--- src/verilog/memmap_cfg.svh ---
// memmap_cfg.svh: address bounds and encodings of the default memory map decoder.
// assumes 32-bit byte addresses from the core's fetch and load/store paths.
`ifndef MEMMAP_CFG_SVH
`define MEMMAP_CFG_SVH

`define MM_SRAM_BASE    32'h2000_0000
`define MM_PERIPH_BASE  32'h4000_0000
`define MM_EXTRAM_BASE  32'h6000_0000
`define MM_EXTRAM_UPPER 32'h8000_0000
`define MM_EXTDEV_BASE  32'hA000_0000
`define MM_EXTDEV_NSH   32'hC000_0000
`define MM_PRIV_BASE    32'hE000_0000
`define MM_PRIV_LAST    32'hE00F_FFFF

// access size codes: byte, halfword, word
`define MM_SIZE_BYTE    2'h0
`define MM_SIZE_HALF    2'h1
`define MM_SIZE_WORD    2'h2

`endif

--- src/verilog/memmap_pkg.sv ---
// memmap_pkg.sv: types shared by the default memory map decoder.
// assumes nothing beyond the cfg header.
`default_nettype none
package memmap_pkg;
  typedef enum logic [1:0] {
    mem_normal,
    mem_device,
    mem_strongly_ordered
  } mem_kind_type;

  typedef enum logic [1:0] {
    cache_none,
    write_through_no_allocate,
    write_back_write_allocate
  } cache_policy_type;

  typedef enum logic [2:0] {
    reg_code,
    reg_sram,
    reg_periph,
    reg_extram,
    reg_extdev,
    reg_core_private,
    reg_system_device
  } region_type;
endpackage : memmap_pkg
`default_nettype wire

--- src/verilog/memmap_decoder.sv ---
// memmap_decoder.sv: default memory map attribute decoder with barrier sequencing.
// assumes requests synchronous to clk; protection unit attributes arrive same cycle.
//
// How it works
// - code region: normal, executable, write-through
// - static memory region: normal, executable, write-back
// - peripheral region: device, uncached, no fetch
// - external memory: lower write-back, upper write-through
// - external device: no fetch; lower shareable only
// - core private: strongly-ordered, shareable, non-executable
// - fetch allowed only from code, sram, external memory
// - enabled protection unit attributes override defaults
// - data barrier: drain before later memory access
// - sync barrier: drain before next instruction
// - instruction barrier: flush fetch, refetch after
// - strongly-ordered accesses unbuffered, in program order
// - byte addressed, ascending, words at 0-3, 4-7
// - little endian: bits 7:0 at lowest byte
// - fetch from execute-never region raises hard fault
// - device and strongly-ordered accesses kept ordered
`include "memmap_cfg.svh"
`default_nettype none
module memmap_decoder #(
  parameter int ADDR_W = 32
) (
  // clock and reset
  input  wire logic                          clk,
  input  wire logic                          rst,
  // access request
  input  wire logic                          req_valid,
  input  wire logic                          req_fetch,
  input  wire logic                          req_write,
  input  wire logic [1:0]                    req_size,
  input  wire logic [ADDR_W-1:0]             req_addr,
  input  wire logic [31:0]                   req_wdata,
  // protection unit override
  input  wire logic                          prot_enable,
  input  wire logic                          prot_hit,
  input  wire memmap_pkg::mem_kind_type      prot_kind,
  input  wire logic                          prot_execute_never,
  input  wire logic                          prot_shareable,
  input  wire memmap_pkg::cache_policy_type  prot_cache,
  // barriers and outstanding transaction state
  input  wire logic                          data_memory_barrier,
  input  wire logic                          data_sync_barrier,
  input  wire logic                          instruction_sync_barrier,
  input  wire logic                          bus_outstanding,
  input  wire logic                          write_buffer_empty,
  // decoded attributes
  output logic                               attr_valid,
  output memmap_pkg::region_type             attr_region,
  output memmap_pkg::mem_kind_type           attr_kind,
  output logic                               execute_never,
  output logic                               attr_shareable,
  output memmap_pkg::cache_policy_type       attr_cache,
  output logic                               attr_bufferable,
  output logic                               bus_error,
  output logic                               hard_fault,
  output logic [3:0]                         byte_lane_en,
  output logic [31:0]                        lane_wdata,
  // sequencing
  output logic                               hold_memory,
  output logic                               hold_execute,
  output logic                               fetch_flush
);

  // ----------------------------------------------------------------
  // region decode
  // ----------------------------------------------------------------
  function automatic memmap_pkg::region_type region_of(input logic [31:0] a);
    if (a < `MM_SRAM_BASE)        region_of = memmap_pkg::reg_code;
    else if (a < `MM_PERIPH_BASE) region_of = memmap_pkg::reg_sram;
    else if (a < `MM_EXTRAM_BASE) region_of = memmap_pkg::reg_periph;
    else if (a < `MM_EXTDEV_BASE) region_of = memmap_pkg::reg_extram;
    else if (a < `MM_PRIV_BASE)   region_of = memmap_pkg::reg_extdev;
    else if (a <= `MM_PRIV_LAST)  region_of = memmap_pkg::reg_core_private;
    else                          region_of = memmap_pkg::reg_system_device;
  endfunction : region_of

  logic [31:0]                  addr32;
  memmap_pkg::region_type       region;
  memmap_pkg::mem_kind_type     def_kind;
  memmap_pkg::cache_policy_type def_cache;
  logic                         def_no_exec;
  logic                         def_sh;

  assign addr32 = 32'(req_addr);
  assign region = region_of(addr32);

  always_comb begin
    def_kind  = memmap_pkg::mem_device;
    def_cache = memmap_pkg::cache_none;
    def_no_exec = 1'b1;
    def_sh    = 1'b0;
    case (region)
      memmap_pkg::reg_code: begin
        def_kind  = memmap_pkg::mem_normal;
        def_cache = memmap_pkg::write_through_no_allocate;
        def_no_exec = 1'b0;
      end
      memmap_pkg::reg_sram: begin
        def_kind  = memmap_pkg::mem_normal;
        def_cache = memmap_pkg::write_back_write_allocate;
        def_no_exec = 1'b0;
      end
      memmap_pkg::reg_periph: begin
        def_kind = memmap_pkg::mem_device;
      end
      memmap_pkg::reg_extram: begin
        def_kind  = memmap_pkg::mem_normal;
        def_no_exec = 1'b0;
        def_cache = (addr32 < `MM_EXTRAM_UPPER) ? memmap_pkg::write_back_write_allocate
                                             : memmap_pkg::write_through_no_allocate;
      end
      memmap_pkg::reg_extdev: begin
        def_kind = memmap_pkg::mem_device;
        def_sh   = (addr32 < `MM_EXTDEV_NSH);
      end
      memmap_pkg::reg_core_private: begin
        def_kind = memmap_pkg::mem_strongly_ordered;
        def_sh   = 1'b1;
      end
      default: begin
        def_kind = memmap_pkg::mem_device;
      end
    endcase
  end

  // ----------------------------------------------------------------
  // protection override and registered attributes
  // ----------------------------------------------------------------
  logic                         use_prot;
  memmap_pkg::mem_kind_type     fin_kind;
  logic                         fin_no_exec;
  logic                         size_bad;

  assign use_prot = prot_enable && prot_hit;
  assign fin_kind = use_prot ? prot_kind : def_kind;
  assign fin_no_exec = use_prot ? prot_execute_never : def_no_exec;
  // private region takes words only; other data access sizes raise bus_error
  assign size_bad = (region == memmap_pkg::reg_core_private)
                    && (req_size != `MM_SIZE_WORD);

  always_ff @(posedge clk) begin
    if (rst) begin
      attr_valid      <= 1'b0;
      attr_region     <= memmap_pkg::reg_code;
      attr_kind       <= memmap_pkg::mem_normal;
      execute_never   <= 1'b0;
      attr_shareable  <= 1'b0;
      attr_cache      <= memmap_pkg::cache_none;
      attr_bufferable <= 1'b0;
    end else begin
      attr_valid      <= req_valid;
      attr_region     <= region;
      attr_kind       <= fin_kind;
      execute_never   <= fin_no_exec;
      // strongly-ordered is always shareable
      attr_shareable  <= use_prot ? (prot_shareable ||
                         prot_kind == memmap_pkg::mem_strongly_ordered) : def_sh;
      attr_cache      <= use_prot ? prot_cache : def_cache;
      // no write buffering for strongly-ordered
      attr_bufferable <= (fin_kind != memmap_pkg::mem_strongly_ordered);
    end
  end

  // ----------------------------------------------------------------
  // faults
  // ----------------------------------------------------------------
  always_ff @(posedge clk) begin
    if (rst) begin
      bus_error  <= 1'b0;
      hard_fault <= 1'b0;
    end else begin
      bus_error  <= req_valid && !req_fetch && size_bad;
      hard_fault <= req_valid && req_fetch && fin_no_exec;
    end
  end

  // ----------------------------------------------------------------
  // little-endian byte lanes
  // ----------------------------------------------------------------
  logic [3:0]  lanes_d;
  logic [31:0] wdata_d;

  always_comb begin
    lanes_d = 4'h0;
    wdata_d = req_wdata;
    case (req_size)
      `MM_SIZE_BYTE: begin
        lanes_d = 4'h1 << addr32[1:0];
        wdata_d = {4{req_wdata[7:0]}};
      end
      `MM_SIZE_HALF: begin
        lanes_d = addr32[1] ? 4'hc : 4'h3;
        wdata_d = {2{req_wdata[15:0]}};
      end
      default: lanes_d = 4'hf;
    endcase
  end

  always_ff @(posedge clk) begin
    if (rst) begin
      byte_lane_en <= 4'h0;
      lane_wdata   <= 32'h0;
    end else begin
      byte_lane_en <= (req_valid && !req_fetch) ? lanes_d : 4'h0;
      lane_wdata   <= req_write ? wdata_d : 32'h0;
    end
  end

  // ----------------------------------------------------------------
  // barrier sequencing
  // ----------------------------------------------------------------
  // ordered (device / strongly-ordered) accesses also drain before issue;
  // costs throughput but makes ordering independent of the bus fabric
  logic drained;
  logic ordered_req;
  logic mem_bar_q;
  logic sync_bar_q;

  assign drained     = !bus_outstanding && write_buffer_empty;
  assign ordered_req = req_valid && !req_fetch && fin_kind != memmap_pkg::mem_normal;

  always_ff @(posedge clk) begin
    if (rst) begin
      mem_bar_q  <= 1'b0;
      sync_bar_q <= 1'b0;
    end else begin
      mem_bar_q  <= (mem_bar_q || data_memory_barrier) && !drained;
      sync_bar_q <= (sync_bar_q || data_sync_barrier) && !drained;
    end
  end

  always_ff @(posedge clk) begin
    if (rst) begin
      hold_memory  <= 1'b0;
      hold_execute <= 1'b0;
      fetch_flush  <= 1'b0;
    end else begin
      hold_memory  <= ((mem_bar_q || data_memory_barrier || sync_bar_q || data_sync_barrier
                       || ordered_req) && !drained);
      hold_execute <= (sync_bar_q || data_sync_barrier) && !drained;
      fetch_flush  <= instruction_sync_barrier;
    end
  end

  // ----------------------------------------------------------------
  // checks
  // ----------------------------------------------------------------
  AST_CODE_THROUGH: assert property (@(posedge clk) disable iff (rst)
    req_valid && !use_prot && addr32 < `MM_SRAM_BASE |=>
    attr_cache == memmap_pkg::write_through_no_allocate && !execute_never)
    else $error("code region attributes wrong");
  AST_SRAM_WB: assert property (@(posedge clk) disable iff (rst)
    req_valid && !use_prot && region == memmap_pkg::reg_sram |=>
    attr_cache == memmap_pkg::write_back_write_allocate && attr_kind == memmap_pkg::mem_normal)
    else $error("sram region attributes wrong");
  AST_PERIPH_DEV: assert property (@(posedge clk) disable iff (rst)
    req_valid && !use_prot && region == memmap_pkg::reg_periph |=>
    attr_kind == memmap_pkg::mem_device && execute_never && attr_cache == memmap_pkg::cache_none)
    else $error("peripheral region attributes wrong");
  AST_EXTRAM_SPLIT: assert property (@(posedge clk) disable iff (rst)
    req_valid && !use_prot && addr32 >= `MM_EXTRAM_UPPER && addr32 < `MM_EXTDEV_BASE |=>
    attr_cache == memmap_pkg::write_through_no_allocate)
    else $error("upper external memory not write-through");
  AST_EXTDEV_SH: assert property (@(posedge clk) disable iff (rst)
    req_valid && !use_prot && region == memmap_pkg::reg_extdev |=>
    attr_shareable == ($past(addr32) < `MM_EXTDEV_NSH))
    else $error("external device shareability wrong");
  AST_PRIV_SO: assert property (@(posedge clk) disable iff (rst)
    req_valid && !use_prot && region == memmap_pkg::reg_core_private |=>
    attr_kind == memmap_pkg::mem_strongly_ordered && attr_shareable && !attr_bufferable)
    else $error("private region attributes wrong");
  AST_NOEXEC_FAULT: assert property (@(posedge clk) disable iff (rst)
    req_valid && req_fetch && !use_prot && addr32 >= `MM_PERIPH_BASE
    && addr32 < `MM_EXTRAM_BASE |=> hard_fault)
    else $error("fetch from execute-never region without fault");
  AST_OVERRIDE: assert property (@(posedge clk) disable iff (rst)
    req_valid && use_prot |=> execute_never == $past(prot_execute_never))
    else $error("protection override ignored");
  AST_SYNC_HOLD: assert property (@(posedge clk) disable iff (rst)
    data_sync_barrier && bus_outstanding |=> hold_execute && hold_memory)
    else $error("sync barrier did not stall");
  AST_PRIV_SIZE: assert property (@(posedge clk) disable iff (rst)
    req_valid && !req_fetch && region == memmap_pkg::reg_core_private
    && req_size == `MM_SIZE_BYTE |=> bus_error)
    else $error("narrow private access not flagged");
  AST_INST_FLUSH: assert property (@(posedge clk) disable iff (rst)
    instruction_sync_barrier |=> fetch_flush)
    else $error("instruction barrier did not flush");

endmodule : memmap_decoder
`default_nettype wire

--- config.mk ---
export PLATFORM = sky130hd
export DESIGN_NAME = memmap_decoder
export DESIGN_NICKNAME = d
export VERILOG_FILES = /design/src/verilog/memmap_pkg.sv /design/src/verilog/memmap_decoder.sv
export VERILOG_INCLUDE_DIRS = /design/src /design/src/verilog
export SDC_FILE = /design/constraint.sdc
export NUM_CORES = 1
export LEC_CHECK = 0
export ABC_AREA = 1
export BUFFER_PORTS_ARGS = -buffer_cell sky130_fd_sc_hd__buf_4
export CORE_UTILIZATION = 40
export CTS_CLUSTER_SIZE = 20
export DETAILED_ROUTE_END_ITERATION = 7
export GPL_TIMING_DRIVEN = 0
export PLACE_DENSITY = 0.79
export SETUP_SLACK_MARGIN = 0.15
export SLEW_MARGIN = 20
export SYNTH_ARGS = -nofsm -noshare
export SYNTH_HDL_FRONTEND = slang
export SYNTH_SLANG_ARGS = --single-unit
--- constraint.sdc ---
create_clock -name clk -period 2.55 [get_ports clk]
set_clock_uncertainty 0.1 [all_clocks]
set_input_delay 0.1275 -clock clk [delete_from_list [all_inputs] [get_ports clk]]
set_output_delay 0.1275 -clock clk [all_outputs]
set_load 0.03 [all_outputs]
* Word level (Yosys, flattened, before mapping)
Index checks and enable logic that the tools add are counted.
** Operators by class
- Shift operators :: 1
- Equality and inequality tests :: 8
- Muxes and demuxes :: 18
- Bitwise logic cells :: 2
- Order comparisons :: 8
- Reductions and logical operators :: 26
** Operator list (count)
- $lt A32 B32 Y1 const B :: 4
- $lt A32 B31 Y1 const B :: 2
- $pmux W32 S2 :: 1
- $le A32 B32 Y1 const B :: 1
- $lt A32 B30 Y1 const B :: 1
- $mux W3 :: 4
- $logic_and A1 B1 Y1 :: 11
- $mux W2 :: 5
- $pmux W4 S2 :: 1
- $eq A3 B3 Y1 const B :: 2
- $logic_or A1 B1 Y1 :: 6
- $pmux W2 S3 :: 1
- $mux W4 :: 1
- $ne A2 B2 Y1 const B :: 2
- $pmux W2 S2 :: 1
- $reduce_or A2 Y1 :: 2
- $shl A1 B2 Y4 const A :: 1
- $eq A3 B1 Y1 const B :: 1
- $eq A3 B2 Y1 const B :: 1
- $logic_not A1 Y1 :: 3
- $logic_not A3 Y1 :: 1
- $mux W1 :: 3
- $reduce_or A3 Y1 :: 1
- $eq A2 B1 Y1 const B :: 1
- other kinds (5) :: 6
** Storage, ports and cells
- Logic and storage cells :: 78
- Output and inout port bits :: 52
- Bits in registers :: 53

* Longest topological paths before layout
Gate-level depths: netlist of the first run.
- Depth after elaboration :: 15
- Depth in mapped cells :: 9
- Mapped depth without buffers :: 9

* Worst setup path before layout of the first run
OpenSTA, ideal clock, no wires.
- Path type :: input to register
- Start :: input port req_addr[23]
- End :: register hold_memory
- Path slack :: 1521 ps
- Setup time :: 131 ps
- Stages :: 8
- Data required time :: 2319 ps
- Buffers on the path :: 0
- Arrival :: 798 ps
- Path through :: nor2_1 nand2_1 nor2_4 nand3_4 a21oi_2 nand2_1 nand2_1 a21oi_2
** On the way
- Longest elaborated chain between the ends :: 15
- Elaborated cells between the ends (all ways) :: 23
- Those cells by class :: order compare (6); eq/ne (3); mux (8); reduce/logical (6)
** Ends and longest elaborated chain
- start, declared :: line memmap_decoder.sv:34 : input wire logic [ADDR_W-1:0] req_addr,
- $le A32 B32 Y1 (no line)
- $mux W2 :: line memmap_decoder.sv:76 : else if (a <= `MM_PRIV_LAST) region_of = memmap_pkg::reg_core_private;
- $mux W2 :: line memmap_decoder.sv:75 : else if (a < `MM_PRIV_BASE) region_of = memmap_pkg::reg_extdev;
- $mux W3 :: line memmap_decoder.sv:74 : else if (a < `MM_EXTDEV_BASE) region_of = memmap_pkg::reg_extram;
- $mux W3 :: line memmap_decoder.sv:73 : else if (a < `MM_EXTRAM_BASE) region_of = memmap_pkg::reg_periph;
- $mux W3 :: line memmap_decoder.sv:72 : else if (a < `MM_PERIPH_BASE) region_of = memmap_pkg::reg_sram;
- $mux W3 * :: line memmap_decoder.sv:71 : if (a < `MM_SRAM_BASE) region_of = memmap_pkg::reg_code;
- $eq A3 B2 Y1, or another cell as far along :: line memmap_decoder.sv:95 : case (region)
- $reduce_or A3 Y1 (no line)
- $pmux W2 S2 * :: line memmap_decoder.sv:95
- $mux W2 * :: line memmap_decoder.sv:138 : assign fin_kind = use_prot ? prot_kind : def_kind;
- $reduce_bool A2 Y1 * :: line memmap_decoder.sv:223 : assign ordered_req = req_valid && !req_fetch && fin_kind != memmap_pkg::mem_normal;
- $logic_and A1 B1 Y1 * :: line memmap_decoder.sv:223
- $logic_or A1 B1 Y1 * :: line memmap_decoder.sv:242 : || ordered_req) && !drained);
- $logic_and A1 B1 Y1 * :: line memmap_decoder.sv:242
- end signal, assigned :: line memmap_decoder.sv:241 : hold_memory <= ((mem_bar_q || data_memory_barrier || sync_bar_q || data_sync_barrier
- end, declared :: line memmap_decoder.sv:62 : output logic hold_memory,
Mark *: on every way between the ends. The rest lies on a longest branch, timed or not.
A chain may end at the register's enable or synchronous reset.

* Worst setup path after layout of the first run
- Start :: input port rst
- End :: register lane_wdata[22]
** On the way
- Longest elaborated chain between the ends :: 1
** Ends and longest elaborated chain
- start, declared :: line memmap_decoder.sv:28 : input wire logic rst,
- $reduce_or A2 Y1 (no line)
- end signal, assigned :: line memmap_decoder.sv:208 : lane_wdata <= req_write ? wdata_d : 32'h0;
- end, declared :: line memmap_decoder.sv:60 : output logic [31:0] lane_wdata,
No other way between the ends.

==> results.json, run 1 <==
{
  "outcome": "finished, violations left",
  "violations": "hold timing",
  "yosys-top-cells-area": "dfxtp_1 (55%), nand2_1 (8.7%), a21oi_1 (6.4%)",
  "cp_slowest_stage_delay_ns": 0.54,
  "yosysSeqAreaShare_pct": 54.6,
  "wl_um": 6220,
  "die_w_um": 71.7,
  "worstPathRequired_ns": 2.68,
  "finalCritPeriodShare_pct": 62.8,
  "slew_headroom_pct": 67.9,
  "io_pins": 136,
  "tns_ns": 0,
  "portBuffers": 116,
  "fin_nets": 475,
  "met2_length_um": 3230,
  "fin_cells": 444,
  "drc": 0,
  "yosys.area.top_type_share_pct": 54.6,
  "grt_pass1_wl_um": 9520,
  "ys_types": 24,
  "syn_inst": 242,
  "die-area_um2": 5140,
  "avgViaCountPerCell": 4.86,
  "start_util_pct": 43.1,
  "switching_share_pct": 25.8,
  "wl_met3_um": 338,
  "ys_seq_elements": 53,
  "start_kind": "input port",
  "vias": 2156,
  "power_frac_seq_pct": 45.6,
  "filler_cell_count": 343,
  "grt_max_degree": 17,
  "rows": 24,
  "pwr-share-comb_pct": 20.1,
  "clkTransAtPathRegs_ns": 0.09,
  "finalSetupViolCount": 0,
  "worst_hold_slack_ns": -0.000978,
  "place_area_um2": 2880,
  "synthArstFlopShare_pct": 0,
  "yosysWarnings": 0,
  "rsz0062_at_grt": "false",
  "gr-total-overflow": 0,
  "clk_path_buf_depth": 2,
  "placedCellCount": 410,
  "rrSetupSlack_ns": 1.59,
  "tightestPinTransition_ns": 0.481,
  "drt_iter0_drc": 119,
  "cp-end-kind": "flop",
  "drtPass1Iterations": 4,
  "p_per_area_nw_per_um2": 591,
  "path_cells": "dlygate4sd3_1, buf_4, inv_2, nand2_2, inv_2, buf_2, o21ai_0, a21oi_1",
  "synth_fp_nets": 326,
  "gp_congestion": 0.804,
  "core_area_um2": 4500,
  "finalMaxSlewViolations": 0,
  "worst_path_max_delay_cell": "dlygate4sd3_1",
  "cts.sinks": 53,
  "pre_cts_slack_ns": 1.28,
  "worstSetupPathType": "in2reg",
  "wl_per_cell_um": 14.0,
  "antenna_cells": 0,
  "intPower_w": 0.00143,
  "switchingPower_w": 0.000499,
  "synth_top_cell_by_area": "dfxtp_1",
  "cp_max_fo": 10,
  "clock_latency_ns": 0.30,
  "fin_area_um2": 3270,
  "final_util_pct": 72.7,
  "antenna_found_initial": 0,
  "ant_nets": 0,
  "cts_made_buffers": 5,
  "synthFlopType": "dfxtp_1",
  "cp.arrival_ns": 1.73,
  "p_clk_share_pct": 34.3,
  "die_y_um": 71.7,
  "wl_met1_um": 2410,
  "grt_pass1_vias": 2108,
  "hold_viol": 1,
  "maxCapViolCount": 0,
  "syn_area_per_cell_um2": 8.03,
  "hp-class": "in2reg",
  "synth_edf_count": 0,
  "drive_above_1_share_pct": 37.8,
  "cts_root_buf": "clkbuf_8",
  "peakVddDrop_uv": 403,
  "dpl.hpwl_um": 4230,
  "fmax_ghz": 0.625,
  "grt_usage_pct": 24.1,
  "cp_common_cell": "inv_2",
  "synthesis.area_um2": 1940,
  "period_minus_slack_ns": 1.60,
  "cts_tree": "yes",
  "area_growth_pct": 68.4,
  "htreeDepth": 2,
  "layout_setup_ws_ns": 0.950,
  "highest_layer": "met4",
  "p_leak_nw": 1.71
}
power groups by stage:
stage / Clock (W) / Sequential (W) / Combinational (W)
6_report: 0.000663 / 0.000881 / 0.000389
5_1_grt: 0.000694 / 0.000885 / 0.000415
4_1_cts: 0.000662 / 0.000880 / 0.000383
3_5_place_dp: 0 / 0.000899 / 0.000349
3_3_place_gp: 0 / 0.000898 / 0.000344
2_1_floorplan: 0 / 0.000979 / 0.0000981
what timing repair did:
item,CTS,global route
buffers inserted,0,0
hold buffers,26,0
hold endpoints to repair,26,0
gates resized for setup,0,0
Yosys cell counts, types with 2 or more instances:
cell type and n:
nor2_1 26, a21oi_2 2, nor3_1 2, nand3_1 16
a21oi_1 25, nand2_1 45, nand2_2 3, o21ai_0 16
inv_1 29, nor2_4 3, buf_2 6, dfxtp_1 53
inv_2 5
path summary, 6_finish.rpt:
path,startpoint,to,depth (start not counted)
max,rst,lane_wdata[22]$_SDFF_PP0_,8
min,req_wdata[16],lane_wdata[16]$_SDFF_PP0_,3
max reg2reg,mem_bar_q$_SDFF_PP0_,hold_memory$_SDFF_PP0_,2
min reg2reg,mem_bar_q$_SDFF_PP0_,mem_bar_q$_SDFF_PP0_,2
critical path: cells and delay by family:
kind,cells,cell delay [ns]
buffers and inverters,5,1.14
AO/OA/AOI/OAI,2,0.34
AND/OR/NAND/NOR,1,0.13
final cells by class:
| class | count | area, um^2 | share of cell area [%] |
|---|---|---|---|
| well taps | 52 | 65.1 | 1.99 |
| clock inverters | 3 | 65.1 | 1.99 |
| multi-input cells | 147 | 713 | 21.8 |
| inverters | 34 | 128 | 3.90 |
| repair buffers | 142 | 1130 | 34.6 |
| plain buffers | 8 | 41.3 | 1.26 |
| clock buffers | 5 | 68.8 | 2.10 |
| flip-flops and latches | 53 | 1060 | 32.4 |
kinds of logic after synthesis:
kind of cell | Yosys count | share of synthesized area (%)
AOI/OAI and AO/OA | 45 | 12.2
buffers and inverters | 42 | 8.69
DFF | 53 | 54.6
and+or+nand+nor | 102 | 24.5
state kept, by name (all words and copies together), names as in the netlist:
name / flops
byte_lane_en: 4
attr_bufferable: 1
lane_wdata: 32
mem_bar_q: 1
attr_cache: 2
hard_fault: 1
attr_region: 3
attr_valid: 1
hold_memory: 1
execute_never: 1
hold_execute: 1
bus_error: 1
attr_kind: 2
attr_shareable: 1
fetch_flush: 1
stage by stage:
step / power [W] / hold slack (ns)
after floorplan: 0.00108 / 0.112
after global placement: 0.00124 / 0.223
after detailed placement: 0.00125 / 0.229
after CTS: 0.00193 / 0.00154
after global routing: 0.00199 / 0.0187
final: 0.00193 / -0.000978
cell usage in the layout, fill, tap and decap left out, drive strengths merged:
master       instances
and2                 1
a221oi               1
dfxtp               53
buf                124
a31oi                1
bufinv               2
clkbuf               5
o21ai               16
nand4                1
nor2                30
a21oi               27
nor4                 2
nand3               17
nor3                 2
clkinv               1
nand2               49
dlygate4sd3         26
inv                 34
routing by layer:
| metal | global-route usage [%] | vias to the layer above |
|---|---|---|
| met5 | 0 | - |
| met4 | 13.3 | 0 |
| met3 | 6.47 | 23 |
| met2 | 43.1 | 94 |
| met1 | 25.7 | 976 |
| li1 | - | 1063 |
Power figures use the tool's default switching activity.
==> run 2, diff against run 1 <==
==> constraint.sdc (replaced) <==
create_clock -name clk -period 1.6 [get_ports clk]
set_clock_uncertainty 0.1 [all_clocks]
set_input_delay 0.08 -clock clk [delete_from_list [all_inputs] [get_ports clk]]
set_output_delay 0.08 -clock clk [all_outputs]
set_load 0.03 [all_outputs]
==> run 2 against run 1 <==
- critical path depth did not move
- flip-flop and latch count is the same
- critical endpoint unchanged
- the run now ends clean
- die area did not move
- global-route usage up 3.4 points
- routed wire length up 14%
- clock power increased by 60%
- non-clock buffer count is 19 higher
- sequential power rose by 60%
==> results.json, run 2 (synthesis gave the netlist of run 1 again) <==
{
  "slew_headroom_pct": 68.7,
  "grt_usage_pct": 27.5,
  "clk_path_buf_depth": 2,
  "tightestPinTransition_ns": 0.470,
  "finalCritPeriodShare_pct": 89.2,
  "cts_root_buf": "clkbuf_8",
  "switchingPower_w": 0.000816,
  "fin_nets": 494,
  "avgViaCountPerCell": 4.93,
  "area_growth_pct": 78.8,
  "fin_cells": 463,
  "clkTransAtPathRegs_ns": 0.09,
  "p_per_area_nw_per_um2": 902,
  "fin_area_um2": 3470,
  "rows": 24,
  "gp_congestion": 0.804,
  "gr-total-overflow": 0,
  "ant_nets": 0,
  "intPower_w": 0.00232,
  "layout_commonest_cell": "buf_4",
  "highest_layer": "met4",
  "die_w_um": 71.7,
  "tns_ns": 0,
  "wl_met3_um": 356,
  "place_area_um2": 2880,
  "die-area_um2": 5140,
  "start_kind": "input port",
  "wl_per_cell_um": 15.2,
  "pre_cts_slack_ns": 0.380,
  "largest_reg_flops": 32,
  "hold_viol": 0,
  "cp.arrival_ns": 1.56,
  "switching_share_pct": 26.0,
  "drt_iter0_drc": 156,
  "placedCellCount": 410,
  "cts_tree": "yes",
  "antenna_cells": 0,
  "grt_max_degree": 17,
  "worst_hold_slack_ns": 0.00427,
  "hp-class": "in2reg",
  "drtPass1Iterations": 4,
  "cts_made_buffers": 5,
  "outcome": "completed",
  "wl_met1_um": 2650,
  "grt_pass1_vias": 2385,
  "start_util_pct": 43.1,
  "p_leak_nw": 1.79,
  "drc": 0,
  "peakVddDrop_uv": 669,
  "cp_max_fo": 10,
  "worstSetupPathType": "in2reg",
  "cp-end-kind": "flop",
  "drive_above_1_share_pct": 36.3,
  "worstPathRequired_ns": 1.74,
  "core_area_um2": 4500,
  "most-common-layout-cells": "buf_4 (117), dfxtp_1 (53), nand2_1 (45), dlygate4sd3_1 (45), inv_1 (29)",
  "layout_setup_ws_ns": 0.172,
  "vias": 2284,
  "finalSetupViolCount": 0,
  "finalMaxSlewViolations": 0,
  "wl_um": 7060,
  "top_register": "lane_wdata",
  "htreeDepth": 2,
  "cts.sinks": 53,
  "io_pins": 136,
  "fmax_ghz": 0.700,
  "pwr-share-comb_pct": 21.5,
  "grt_pass1_wl_um": 10900,
  "period_minus_slack_ns": 1.43,
  "clock_latency_ns": 0.30,
  "power_frac_seq_pct": 44.8,
  "met2_length_um": 3820,
  "maxCapViolCount": 0,
  "dpl.hpwl_um": 4230,
  "p_clk_share_pct": 33.7,
  "cts_setup_buffers": 0,
  "die_y_um": 71.7,
  "antenna_found_initial": 0,
  "reg_top3": "lane_wdata: 32 flops, byte_lane_en: 4 flops, attr_region: 3 flops",
  "rsz0062_at_grt": "true",
  "portBuffers": 116
}
==> run 2: cell count changes in the layout (fill, tap and decap cells not counted) <==
| cell | previous run | this run |
|---|---|---|
| buf_2 | 6 | 5 |
| buf_6 | 0 | 1 |
| dlygate4sd3_1 | 26 | 45 |
| inv_2 | 5 | 4 |
| inv_4 | 0 | 1 |
| nor2_1 | 26 | 25 |
| nor2_2 | 1 | 2 |
==> run 2: per-stage QoR <==
stage,utilization (%),total power [W]
2_1_floorplan,-,0.00172
3_3_place_gp,63.9,0.00198
4_1_cts,76.7,0.00310
5_1_grt,77.1,0.00324
3_5_place_dp,63.9,0.00199
6_report,77.1,0.00314
==> run 2: final cells by class <==
class,instances,area [um^2]
Clock inverter,3,65.1
Inverter,34,130
Timing Repair Buffer,161,1320
Clock buffer,5,68.8
Buffer,8,47.5
Tap cell,52,65.1
Sequential cell,53,1060
Fill cell,317,1030
Multi-Input combinational cell,147,716
==> run 2: critical path, stage by stage <==
cell and delay (ns):
dlygate4sd3_1 0.54, buf_4 0.15, inv_2 0.09, nand2_2 0.14, inv_4 0.12, buf_6 0.16, o21ai_0 0.13, a21oi_1 0.15
==> run 2: final timing paths <==
check / startpoint / end / slack [ns] / cells past startpoint
max reg2reg: mem_bar_q$_SDFF_PP0_ / hold_memory$_SDFF_PP0_ / 0.64 / 2
max: rst / lane_wdata[22]$_SDFF_PP0_ / 0.17 / 8
min: prot_enable / attr_cache[0]$_SDFF_PP0_ / 0.004 / 4
min reg2reg: mem_bar_q$_SDFF_PP0_ / mem_bar_q$_SDFF_PP0_ / 0.40 / 2
==> run 2: per-layer routing <==
| metal | vias up | GRT usage (%) |
|---|---|---|
| met5 | - | 0 |
| met4 | 0 | 12.4 |
| met3 | 23 | 5.91 |
| met2 | 97 | 52.5 |
| met1 | 1067 | 28.6 |
| li1 | 1097 | - |
==> run 2: timing repair <==
action | CTS | global route
gates resized for setup | 0 | 5
hold endpoints to repair | 45 | 1
hold buffers | 44 | 1
setup endpoints to repair | 0 | 11
==> run 2: power by group through the flow <==
stage,Clock [W],Combinational [W],Sequential [W]
2_1_floorplan,0,0.000156,0.00156
3_3_place_gp,0,0.000549,0.00143
3_5_place_dp,0,0.000557,0.00143
4_1_cts,0.00105,0.000647,0.00140
5_1_grt,0.00111,0.000714,0.00141
6_report,0.00106,0.000674,0.00141
==> run 3, diff against run 2 <==
--- a/config.mk
+++ b/config.mk
@@ -12,7 +12,7 @@
 export CTS_CLUSTER_SIZE = 20
 export DETAILED_ROUTE_END_ITERATION = 7
 export GPL_TIMING_DRIVEN = 0
-export PLACE_DENSITY = 0.79
+export PLACE_DENSITY_LB_ADDON = 0.05
 export SETUP_SLACK_MARGIN = 0.15
 export SLEW_MARGIN = 20
 export SYNTH_ARGS = -nofsm -noshare
==> run 3 against run 2 <==
- maximum frequency up 1.6%
- count of clock-buffer cells in the layout up 2
- critical path type unchanged
- sequential share of layout area about the same
- the flow now finishes with violations (hold timing)
- critical endpoint is now lane_wdata[9]$_SDFF_PP0_
- global-route usage down 3.0 points
==> results.json, run 3 (synthesis gave the netlist of run 1 again) <==
{
  "outcome": "finished, violations left",
  "violations": "hold timing",
  "cp_max_fo": 2,
  "wl_per_cell_um": 12.8,
  "p_per_area_nw_per_um2": 813,
  "drtPass1Iterations": 5,
  "die_w_um": 71.7,
  "cts_root_buf": "clkbuf_8",
  "dpl.hpwl_um": 3860,
  "placedCellCount": 410,
  "tightestPinTransition_ns": 0.448,
  "p_leak_nw": 1.79,
  "largest_reg_flops": 32,
  "core_area_um2": 4500,
  "die_y_um": 71.7,
  "slew_headroom_pct": 70.1,
  "fin_nets": 500,
  "r2r-end": "hold_memory$_SDFF_PP0_",
  "cts_made_buffers": 5,
  "gp_congestion": 0.763,
  "ant_nets": 0,
  "hp-class": "in2reg",
  "wl_um": 6010,
  "grt_pass1_wl_um": 9800,
  "clock_latency_ns": 0.29,
  "vias": 2213,
  "drt_iter0_drc": 138,
  "tns_ns": 0,
  "start_kind": "input port",
  "drc": 0,
  "avgViaCountPerCell": 4.73,
  "gr-total-overflow": 0,
  "cts.sinks": 53,
  "period_minus_slack_ns": 1.41,
  "min_delay_path_depth": 3,
  "reg_top3": "lane_wdata: 32 flops, byte_lane_en: 4 flops, attr_region: 3 flops",
  "hold_viol": 2,
  "final-seq-area_um2": 1060,
  "top_register": "lane_wdata",
  "drive_above_1_share_pct": 35.1,
  "start_util_pct": 43.1,
  "layout_commonest_cell": "buf_4",
  "grt_pass1_vias": 2183,
  "fmax_ghz": 0.711,
  "hold_path.startpoint": "req_addr[30]",
  "finalSetupViolCount": 0,
  "htreeDepth": 2,
  "peakVddDrop_uv": 472,
  "die-area_um2": 5140,
  "worstPathRequired_ns": 1.70,
  "rsz0062_at_grt": "false",
  "antenna_cells": 0,
  "finalMaxSlewViolations": 0,
  "cts_setup_buffers": 0,
  "area_growth_pct": 78.9,
  "portBuffers": 116,
  "rows": 24,
  "worst_hold_slack_ns": -0.0202,
  "fin_cells": 468,
  "r2r-start": "mem_bar_q$_SDFF_PP0_",
  "rrSetupSlack_ns": 0.65,
  "multi_input_area_um2": 713,
  "clkTransAtPathRegs_ns": 0.09,
  "filler_cell_count": 331,
  "cp-end-kind": "flop",
  "rr_worst_depth": 2,
  "cts_tree": "yes",
  "antenna_found_initial": 0,
  "grt_max_degree": 15,
  "maxCapViolCount": 0,
  "most-common-layout-cells": "buf_4 (117), dfxtp_1 (53), dlygate4sd3_1 (51)",
  "hold_path_end": "attr_region[1]$_SDFF_PP0_",
  "grt_usage_pct": 24.6,
  "clk_path_buf_depth": 2,
  "io_pins": 136,
  "worstSetupPathType": "in2reg",
  "cp.arrival_ns": 1.50,
  "finalCritPeriodShare_pct": 87.8
}
-- run 3: worst max-delay path: stages --
cell and delay (ns):
dlygate4sd3_1 0.54, buf_4 0.15, nand2_1 0.09, a21oi_1 0.07
dlygate4sd3_1 0.56
-- run 3: worst max path at each step --
stage / cells after the start / slack (ns) / endpoint / startpoint
floorplan: 2 / 0.58 / hold_memory$_SDFF_PP0_ / hold_execute$_SDFF_PP0_
global placement: 9 / 0.40 / hold_memory$_SDFF_PP0_ / req_addr[23]
detailed placement: 7 / 0.40 / lane_wdata[23]$_SDFF_PP0_ / rst
CTS: 5 / 0.16 / attr_shareable$_SDFF_PP0_ / prot_shareable
global route: 5 / 0.16 / lane_wdata[9]$_SDFF_PP0_ / req_wdata[1]
finish: 5 / 0.19 / lane_wdata[9]$_SDFF_PP0_ / req_wdata[1]
-- run 3: layout make-up --
cell class	instances	share of cell area (%)
multi-input cells	147	20.5
clock buffers	7	2.48
inverters	34	3.67
flip-flops and latches	53	30.5
repair buffers	167	39.7
plain buffers	8	1.19
well taps	52	1.87
-- run 3: power by group --
part | total (W) | switching, W | leakage, nW | internal [W]
logic | 0.000662 | 0.000341 | 1.31 | 0.000322
clock network | 0.000761 | 0.000417 | 0.0443 | 0.000345
registers | 0.00140 | 0.0000198 | 0.436 | 0.00138
total | 0.00283 | 0.000778 | 1.79 | 0.00205
-- run 3: metrics by stage --
stage	worst slack, ns	cell area, um^2	util, %	power [W]
floorplan	0.576	1940	-	0.00172
global placement	0.404	2880	63.9	0.00198
global route	0.163	3480	77.2	0.00295
CTS	0.161	3500	77.6	0.00282
finish	0.194	3480	77.2	0.00283
detailed placement	0.395	2880	63.9	0.00199
-- run 3: routing by layer --
layer | global-route usage (%) | vias up | share of wire (%)
li1 | - | 1107 | -
met1 | 30.2 | 986 | 42
met2 | 41.4 | 108 | 48
met3 | 6.33 | 12 | 7.6
met4 | 9.15 | 0 | 2.0
met5 | 0 | - | 0
-- run 3: what timing repair did --
item                       in CTS  in global routing
resized for setup               0                  1
hold endpoints to repair       48                  0
hold buffers                   53                  0
setup endpoints to repair       0                  3
